$ cat src/verilog/imcc_pkg.sv
// Constants for the interrupt mask clear and configuration register bank
package imcc_pkg;

    // ==========================================================
    // Bus geometry
    localparam int unsigned ADDR_W = 12;
    localparam int unsigned DATA_W = 32;
    localparam int unsigned VEC_N = 32;

    // ==========================================================
    // Register byte offsets
    localparam logic [11:0] OFF_MASK_SET = 12'h00c;
    localparam logic [11:0] OFF_UNMASK = 12'h010;
    localparam logic [11:0] OFF_CONFIG = 12'h014;

    // ==========================================================
    // Configuration field positions
    localparam int unsigned CQES_LSB = 20;
    localparam int unsigned CQES_MSB = 23;
    localparam int unsigned SQES_LSB = 16;
    localparam int unsigned SQES_MSB = 19;
    localparam int unsigned RSVD_LSB = 24;
    localparam int unsigned RSVD_MSB = 31;
    localparam int unsigned ES_W = 4;

    // ==========================================================
    // Reset values
    localparam logic [31:0] MASK_RST = 32'h0000_0000;
    localparam logic [3:0] CQES_RST = 4'h0;
    localparam logic [3:0] SQES_RST = 4'h0;

    // ==========================================================
    // Bus answer state
    typedef enum logic {
        ST_IDLE = 1'b0,
        ST_RESP = 1'b1
    } imcc_state_e;

endpackage : imcc_pkg

$ cat src/verilog/imcc_rst_sync.sv
// Reset release synchroniser for the register bank
module imcc_rst_sync (
    // Clock and raw reset
    input wire logic core_clk,
    input wire logic nrst,
    // Synchronised reset
    output logic rst_sync_n
);

    logic meta_q;
    logic hold_q;

    // Assert at once, release after two edges
    always_ff @(posedge core_clk or negedge nrst) begin
        if (!nrst) begin
            meta_q <= 1'b0;
            hold_q <= 1'b0;
        end else begin
            meta_q <= 1'b1;
            hold_q <= meta_q;
        end
    end

    assign rst_sync_n = hold_q;

endmodule : imcc_rst_sync

$ cat src/verilog/imcc_mask_bank.sv
// Per-vector interrupt mask state shared by the set and clear registers
module imcc_mask_bank (
    // Clock and reset
    input wire logic core_clk,
    input wire logic rst_n,
    // Write strobes, one bit per vector
    input wire logic [31:0] set_bits,
    input wire logic [31:0] clr_bits,
    // Current mask, one means masked
    output logic [31:0] mask_q
);

    logic [31:0] mask_d;

    // ==========================================================
    // One cell per vector
    genvar gi;
    generate
        for (gi = 0; gi < imcc_pkg::VEC_N; gi++) begin : g_vec
            // Set and clear never meet: one bus write per transfer
            always_comb begin
                if (set_bits[gi]) begin
                    mask_d[gi] = 1'b1;
                end else if (clr_bits[gi]) begin
                    mask_d[gi] = 1'b0;
                end else begin
                    mask_d[gi] = mask_q[gi];
                end
            end

            always_ff @(posedge core_clk or negedge rst_n) begin
                if (!rst_n) begin
                    mask_q[gi] <= imcc_pkg::MASK_RST[gi];
                end else begin
                    mask_q[gi] <= mask_d[gi];
                end
            end
        end
    endgenerate

endmodule : imcc_mask_bank

$ cat src/verilog/imcc_top.sv
// APB register bank: interrupt vector mask set/clear and queue entry sizes
//
// Notes on behaviour
// - The unmask register exists for pin, single MSI and multi MSI use.
// - Writing one to an unmask bit clears that vector's mask.
// - Writing zero to an unmask bit leaves that vector's mask alone.
// - Reading the unmask register returns the live mask, one = masked.
// - Config bits 23:20 hold the completion entry size, reset zero.
// - Config bits 19:16 hold the submission entry size, reset zero.
// - Writing one to a mask-set bit masks that vector in the same mask.
//
// The implementer's own choice: the APB slave port.
module imcc_top (
    // Clock and reset
    input wire logic core_clk,
    input wire logic nrst,
    // APB slave
    input wire logic psel,
    input wire logic penable,
    input wire logic pwrite,
    input wire logic [11:0] paddr,
    input wire logic [31:0] pwdata,
    output logic [31:0] prdata,
    output logic pready,
    output logic pslverr,
    // Controller state
    output logic [31:0] irq_mask,
    output logic [3:0] completion_entry_size,
    output logic [3:0] submission_entry_size
);

    // ==========================================================
    // Reset
    logic rst_n;

    imcc_rst_sync u_rst (
        .core_clk(core_clk),
        .nrst(nrst),
        .rst_sync_n(rst_n)
    );

    // ==========================================================
    // Address decode
    logic hit_set;
    logic hit_unmask;
    logic hit_cfg;
    logic hit_any;
    logic wr_commit;

    assign hit_set = (paddr == imcc_pkg::OFF_MASK_SET);
    assign hit_unmask = (paddr == imcc_pkg::OFF_UNMASK);
    assign hit_cfg = (paddr == imcc_pkg::OFF_CONFIG);
    // Full-word compare: any other offset answers with an error
    assign hit_any = hit_set | hit_unmask | hit_cfg;
    // Writes land only on the edge that completes the transfer
    assign wr_commit = psel & penable & pwrite & pready;

    // ==========================================================
    // Mask state
    logic [31:0] set_bits;
    logic [31:0] clr_bits;
    logic [31:0] mask_q;

    // Both strobes feed one shared mask, so the two reads agree
    assign set_bits = (wr_commit && hit_set) ? pwdata : '0;
    assign clr_bits = (wr_commit && hit_unmask) ? pwdata : '0;

    imcc_mask_bank u_mask (
        .core_clk(core_clk),
        .rst_n(rst_n),
        .set_bits(set_bits),
        .clr_bits(clr_bits),
        .mask_q(mask_q)
    );

    assign irq_mask = mask_q;

    // ==========================================================
    // Configuration fields
    logic [3:0] cqes_d;
    logic [3:0] cqes_q;
    logic [3:0] sqes_d;
    logic [3:0] sqes_q;

    // Only the size fields are stored; the rest of the word is wiring
    always_comb begin
        cqes_d = cqes_q;
        sqes_d = sqes_q;
        if (wr_commit && hit_cfg) begin
            cqes_d = pwdata[imcc_pkg::CQES_MSB:imcc_pkg::CQES_LSB];
            sqes_d = pwdata[imcc_pkg::SQES_MSB:imcc_pkg::SQES_LSB];
        end
    end

    always_ff @(posedge core_clk or negedge rst_n) begin
        if (!rst_n) begin
            cqes_q <= imcc_pkg::CQES_RST;
            sqes_q <= imcc_pkg::SQES_RST;
        end else begin
            cqes_q <= cqes_d;
            sqes_q <= sqes_d;
        end
    end

    assign completion_entry_size = cqes_q;
    assign submission_entry_size = sqes_q;

    // ==========================================================
    // Bus answer: one wait state, registered read data
    imcc_pkg::imcc_state_e st_d;
    imcc_pkg::imcc_state_e st_q;
    logic ready_d;
    logic ready_q;
    logic err_d;
    logic err_q;
    logic [31:0] rdata_d;
    logic [31:0] rdata_q;
    logic [31:0] cfg_view;

    // Upper byte and unlaid fields are never stored
    always_comb begin
        cfg_view = '0;
        cfg_view[imcc_pkg::CQES_MSB:imcc_pkg::CQES_LSB] = cqes_q;
        cfg_view[imcc_pkg::SQES_MSB:imcc_pkg::SQES_LSB] = sqes_q;
    end

    always_comb begin
        st_d = st_q;
        ready_d = 1'b0;
        err_d = 1'b0;
        rdata_d = rdata_q;
        case (st_q)
            imcc_pkg::ST_IDLE: begin
                if (psel && penable) begin
                    st_d = imcc_pkg::ST_RESP;
                    ready_d = 1'b1;
                    err_d = ~hit_any;
                    rdata_d = '0;
                    if (!pwrite) begin
                        // Both mask registers read the live mask
                        if (hit_set || hit_unmask) begin
                            rdata_d = mask_q;
                        end else if (hit_cfg) begin
                            rdata_d = cfg_view;
                        end
                    end
                end
            end
            imcc_pkg::ST_RESP: begin
                st_d = imcc_pkg::ST_IDLE;
            end
            default: begin
                st_d = imcc_pkg::ST_IDLE;
            end
        endcase
    end

    // Registered answer costs a cycle but keeps the bus outputs clean
    always_ff @(posedge core_clk or negedge rst_n) begin
        if (!rst_n) begin
            st_q <= imcc_pkg::ST_IDLE;
            ready_q <= 1'b0;
            err_q <= 1'b0;
            rdata_q <= '0;
        end else begin
            st_q <= st_d;
            ready_q <= ready_d;
            err_q <= err_d;
            rdata_q <= rdata_d;
        end
    end

    assign pready = ready_q;
    assign pslverr = err_q;
    assign prdata = rdata_q;

    logic rd_done;
    assign rd_done = psel & penable & ~pwrite & pready;
endmodule : imcc_top

$ cat config.mk
export PLATFORM = sky130hd
export DESIGN_NAME = imcc_top
export DESIGN_NICKNAME = d
export VERILOG_FILES = /design/src/verilog/imcc_pkg.sv /design/src/verilog/imcc_rst_sync.sv /design/src/verilog/imcc_mask_bank.sv /design/src/verilog/imcc_top.sv
export SDC_FILE = /design/constraint.sdc
export NUM_CORES = 1
export LEC_CHECK = 0
export BUFFER_PORTS_ARGS = -buffer_cell sky130_fd_sc_hd__buf_4
export CAP_MARGIN = 10
export CORE_MARGIN = 2
export CORE_UTILIZATION = 50
export DETAILED_ROUTE_END_ITERATION = 10
export GPL_TIMING_DRIVEN = 0
export PLACE_DENSITY = 0.86
export SYNTH_ARGS = -nofsm -noshare
export SYNTH_HDL_FRONTEND = slang
export SYNTH_SLANG_ARGS = --single-unit
$ cat constraint.sdc
create_clock -name core_clk -period 4.6 [get_ports core_clk]
set_input_delay 0.92 -clock core_clk [delete_from_list [all_inputs] [get_ports core_clk]]
set_output_delay 0.92 -clock core_clk [all_outputs]
set_load 0.01 [all_outputs]
## Word-level counts from Yosys, hierarchy flattened

Cells that the tools add are included.

| cells by class | value |
|---|---|
| bitwise gates (word level) | 7 |
| multiplexer cells | 74 |
| reduce and logical (&&, ||, !) cells | 38 |
| equal/unequal tests | 3 |

Operators by type and width:

| cell | number |
|---|---|
| 32-bit two-way mux | 4 |
| 1-bit two-way mux | 68 |
| 2-bit nonzero test | 32 |
| 12-bit by 5-bit equality test with 1-bit output (second input constant) | 2 |
| 24-bit two-way mux | 1 |
| 12-bit by 4-bit equality test with 1-bit output (second input constant) | 1 |
| 1-bit logical AND | 4 |
| 1-bit bitwise AND | 3 |
| 1-bit inverter | 2 |
| 1-bit bitwise OR | 2 |
| 1-bit one-hot mux with 2 select lines | 1 |
| 2-bit AND reduction | 1 |
| 1-bit logical OR | 1 |

| storage, ports and cells | value |
|---|---|
| input port bits | 49 |
| flip-flop bits (word level) | 77 |

## Longest topological paths before layout

| logic depth | value |
|---|---|
| depth after elaboration | 7 |
| mapped depth | 7 |
| depth with buffers taken out | 4 |

## Cells and area by module

A second synthesis with hierarchy kept.

| unflattened totals | value |
|---|---|
| cell total of the unflattened synthesis | 330 |
| area total of the unflattened synthesis | 3,415.8 µm² |

By module, submodules not included:

| module | seq. area each (µm²) | times used | area each (µm²) | cells each |
|---|---|---|---|---|
| imcc_top | 1,051.0 | 1 | 2,200.9 | 231 |
| imcc_mask_bank | 800.8 | 1 | 1,161.1 | 96 |
| imcc_rst_sync | 50.0 | 1 | 53.8 | 3 |

## Worst setup path before layout

No wires, ideal clock.

| timing | value |
|---|---|
| path type | input to register |
| start point | input paddr[1] |
| end point | register cqes_q[0], in the netlist completion_entry_size[0] |
| setup slack | 2.391 ns |
| path buffers | 0 |
| required time | 4.475 ns |
| arrival | 2.084 ns |
| stages | 4 |
| cell sequence | nor3_1 -> nand3_4 -> nor3_4 -> mux2_2 |

| between the ends | value |
|---|---|
| longest elaborated chain between the ends | 2 |

RTL lines:

| item | RTL line | RTL |
|---|---|---|
| start: declaration | imcc_top.sv:21 | `input wire logic [11:0] paddr,` |
| 12-bit by 5-bit equality test with 1-bit output | imcc_top.sv:52 | `assign hit_cfg = (paddr == imcc_pkg::OFF_CONFIG);` |
| 1-bit logical AND | imcc_top.sv:89 | `if (wr_commit && hit_cfg) begin` |
| end signal: assignment | imcc_top.sv:97 | `cqes_q <= imcc_pkg::CQES_RST;` |
| end signal: assignment | imcc_top.sv:100 | `cqes_q <= cqes_d;` |
| end: declaration | imcc_top.sv:81 | `logic [3:0] cqes_q;` |

No other way between the ends.
A chain may end at the register's enable or synchronous reset.

## Worst setup path after layout

Ends and elaborated chain as after synthesis.

==> metrics <==
Hold Crit Class input pin to asynchronous set/reset pin; CTS tree yes; RSZ-0062 raised after global routing false; first-pass GRT wire length 14.2 mm; initial antenna violation count 0; Final Hold Fails 0; slew at the pin closest to its max-slew limit around 0.93 ns; via count 2776; CP Data Required Time about 4.8 ns; Root Driver clkbuf_8; status completed; Min Hold Slack about 0.34 ns; Fillers about 470; Distinct cells, synth 27; FF/Latch Area between 1500 and 2000 µm²; ant diodes 0; Area Overhead vs Synth 37.5%; core box area 6280 µm²; DR pass1 iterations 5; top cell type's share of synthesized area between 50 and 60%; Tcrit/Tclk final between 40% and 50%; detailed placement HPWL 6.10 mm; top cell family by delay on the critical path simple AND/OR/NAND/NOR gates; area occupied by multi-input gates 1040 µm²; port buffer count between 100 and 150; Hold-fix buffers, CTS 0; Layout Skew 0.00997 ns; top_reg_cell synth dfrtp_1; synth top area cells dfrtp_1 (60%), o41ai_1 (8.8%), a22o_1 (6.6%); count leader, synth dfrtp_1; VDD IR-drop max between 0.2 and 0.25 mV; row cnt 29; Finished Layout Cells 477; routed len/inst 18.0 µm; largest net degree at the start of global routing 75; LEAKAGE ~2.3 nW; die width about 84 µm; Commonest cells post-synth dfrtp_1 (76), inv_1 (34), o41ai_1 (32); Cells after Synth approximately 260; Avg Inst Size Synth ~12 µm²; Yosys top cell by area dfrtp_1; Total Nets Final roughly 440; Worst-path clk slew ~0.08 ns; min Tclk post-route approximately 2.2 ns; # IOs between 100 and 150; Yosys warnings 0; crit path DAT 2.47 ns; Setup Crit Path Kind input pin to register; die area between 7000 and 8000 µm²; crit path capture type register; Setup Buffers After CTS 0; CP max stage delay about 0.48 ns; syn nets about 310; flop-to-flop setup slack 2.62 ns; FFs w/ async S/R, synth 100%; Post-synth EDFFs 0; DR vias/cell between 5 and 6; Num CTS Buffers 9; Initial Util around half; crit-path cells buf_4, nor3_1, nand3_4, nor3_4, mux2_2; areal power density over the cells ~280 nW/µm²; vias in the first global route ~2700; GR Overflow Total 0; fraction of layout instances using a drive strength above 1 between 30% and 40%; CTS H-tree depth 3; Initial DRC Count around 170; drt drc 0; Die H about 84 µm; Seq cells post-synth 76; Final setup viols 0; DRT Wirelength between 8 and 9 mm; Clock Latency Late Sink between 0.3 and 0.4 ns; clk sinks 76; slew margin rel. roughly 38%; placed cell count roughly 460; Max Cap Viol 0; Power Total approximately 1.2 mW; largest fanout on the critical path 8; Seq/Total Area, Yosys between 50% and 60%; Final WS setup 2.36 ns; f_max around 450 MHz; CTS Buffer Depth 2; Routed Antenna Nets 0; CP startpoint kind input pin; CP Buf/Inv Count 1; setup_tns 0 ns; synthesized area 3190 µm²; slowest CP cell nor3_4; fin. max-slew vios 0; GRT Util Overall 25.5%; Routability Congestion between 0.8 and 0.9; post_cts resized 0; pre-CTS setup slack ~2 ns
-- per-layer routing --
layer	part of all wire (%)	GRT usage, %
met2	48	38.5
met1	43	35.5
met4	2.1	9.68
met5	0	0
met3	7.5	6.63
-- logic make-up (layout without fill, tap and decap cells) --
logic type      after synthesis  in the layout  synth area share (%)
buf+inv                      55            192                  7.84
simple gates                 25             25                  6.47
compound gates               98             98                  23.2
mux                           8              8                  2.82
flops                        76             76                  59.6
other cells                   1              1                 0.117
-- sequential cells by signal (all words and copies together), names as in the netlist --
register,count
u_rst.meta_q,1
u_rst.rst_sync_n,1
submission_entry_size,4
completion_entry_size,4
prdata,32
pslverr,1
pready,1
u_mask.mask_q,32
-- power breakdown --
| group | internal [mW] | total, mW | switching, mW | leakage, nW |
|---|---|---|---|---|
| clock network | 0.238 | 0.480 | 0.242 | 0.0982 |
| logic | 0.0322 | 0.0662 | 0.0340 | 1.18 |
| registers | 0.670 | 0.682 | 0.0128 | 1.06 |
| total | 0.939 | 1.23 | 0.289 | 2.33 |
-- worst paths after layout --
path                                   from                       end  cells past startpoint
min reg2reg                    u_rst.meta_q          u_rst.rst_sync_n                      0
max reg2reg                          pready                 prdata[8]                      6
max                                paddr[1]  completion_entry_size[0]                      5
max in group asynchronous  u_rst.rst_sync_n                prdata[18]                      0
min in group core_clk          u_rst.meta_q          u_rst.rst_sync_n                      0
min                                    nrst          u_rst.rst_sync_n                      1
-- worst reg2reg max path: stages, from the launching register on --
cell and delay, ns:
dfrtp_1 0.42, nand3b_1 0.37, nor2_1 0.43, and3_1 0.22
buf_4 0.19, buf_6 0.16, a22o_1 0.14
-- stage by stage --
step	cell area (µm²)	utilization [%]
after floorplan	3190	-
after global placement	4200	66.9
after detailed placement	4200	66.9
after CTS	4390	69.9
after global routing	4390	69.9
final	4390	69.9
-- final cells by class --
cell class / count / area share (%)
Buffer: 21 / 2.79
Tap cell: 77 / 2.19
Inverter: 34 / 2.91
Clock buffer: 12 / 3.76
Multi-Input combinational cell: 132 / 23.7
Clock inverter: 4 / 0.513
Timing Repair Buffer: 121 / 20.7
Sequential cell: 76 / 43.4
-- cell usage in the layout (no fill, tap or decap), drive strengths merged --
cell type    n
o21ai       33
nor3         2
clkinv       3
dfrtp       76
nand3        1
nor2b        1
clkinvlp     1
o41ai       32
a22o        24
mux2         8
conb         1
or3b         1
nor4         1
nor2         2
clkbuf      25
a21oi        1
and4         7
nand2b       1
and2         3
inv         34
and3         2
nand2        2
a221o        8
nand3b       2
buf        129
Power figures use the tool's default switching activity.
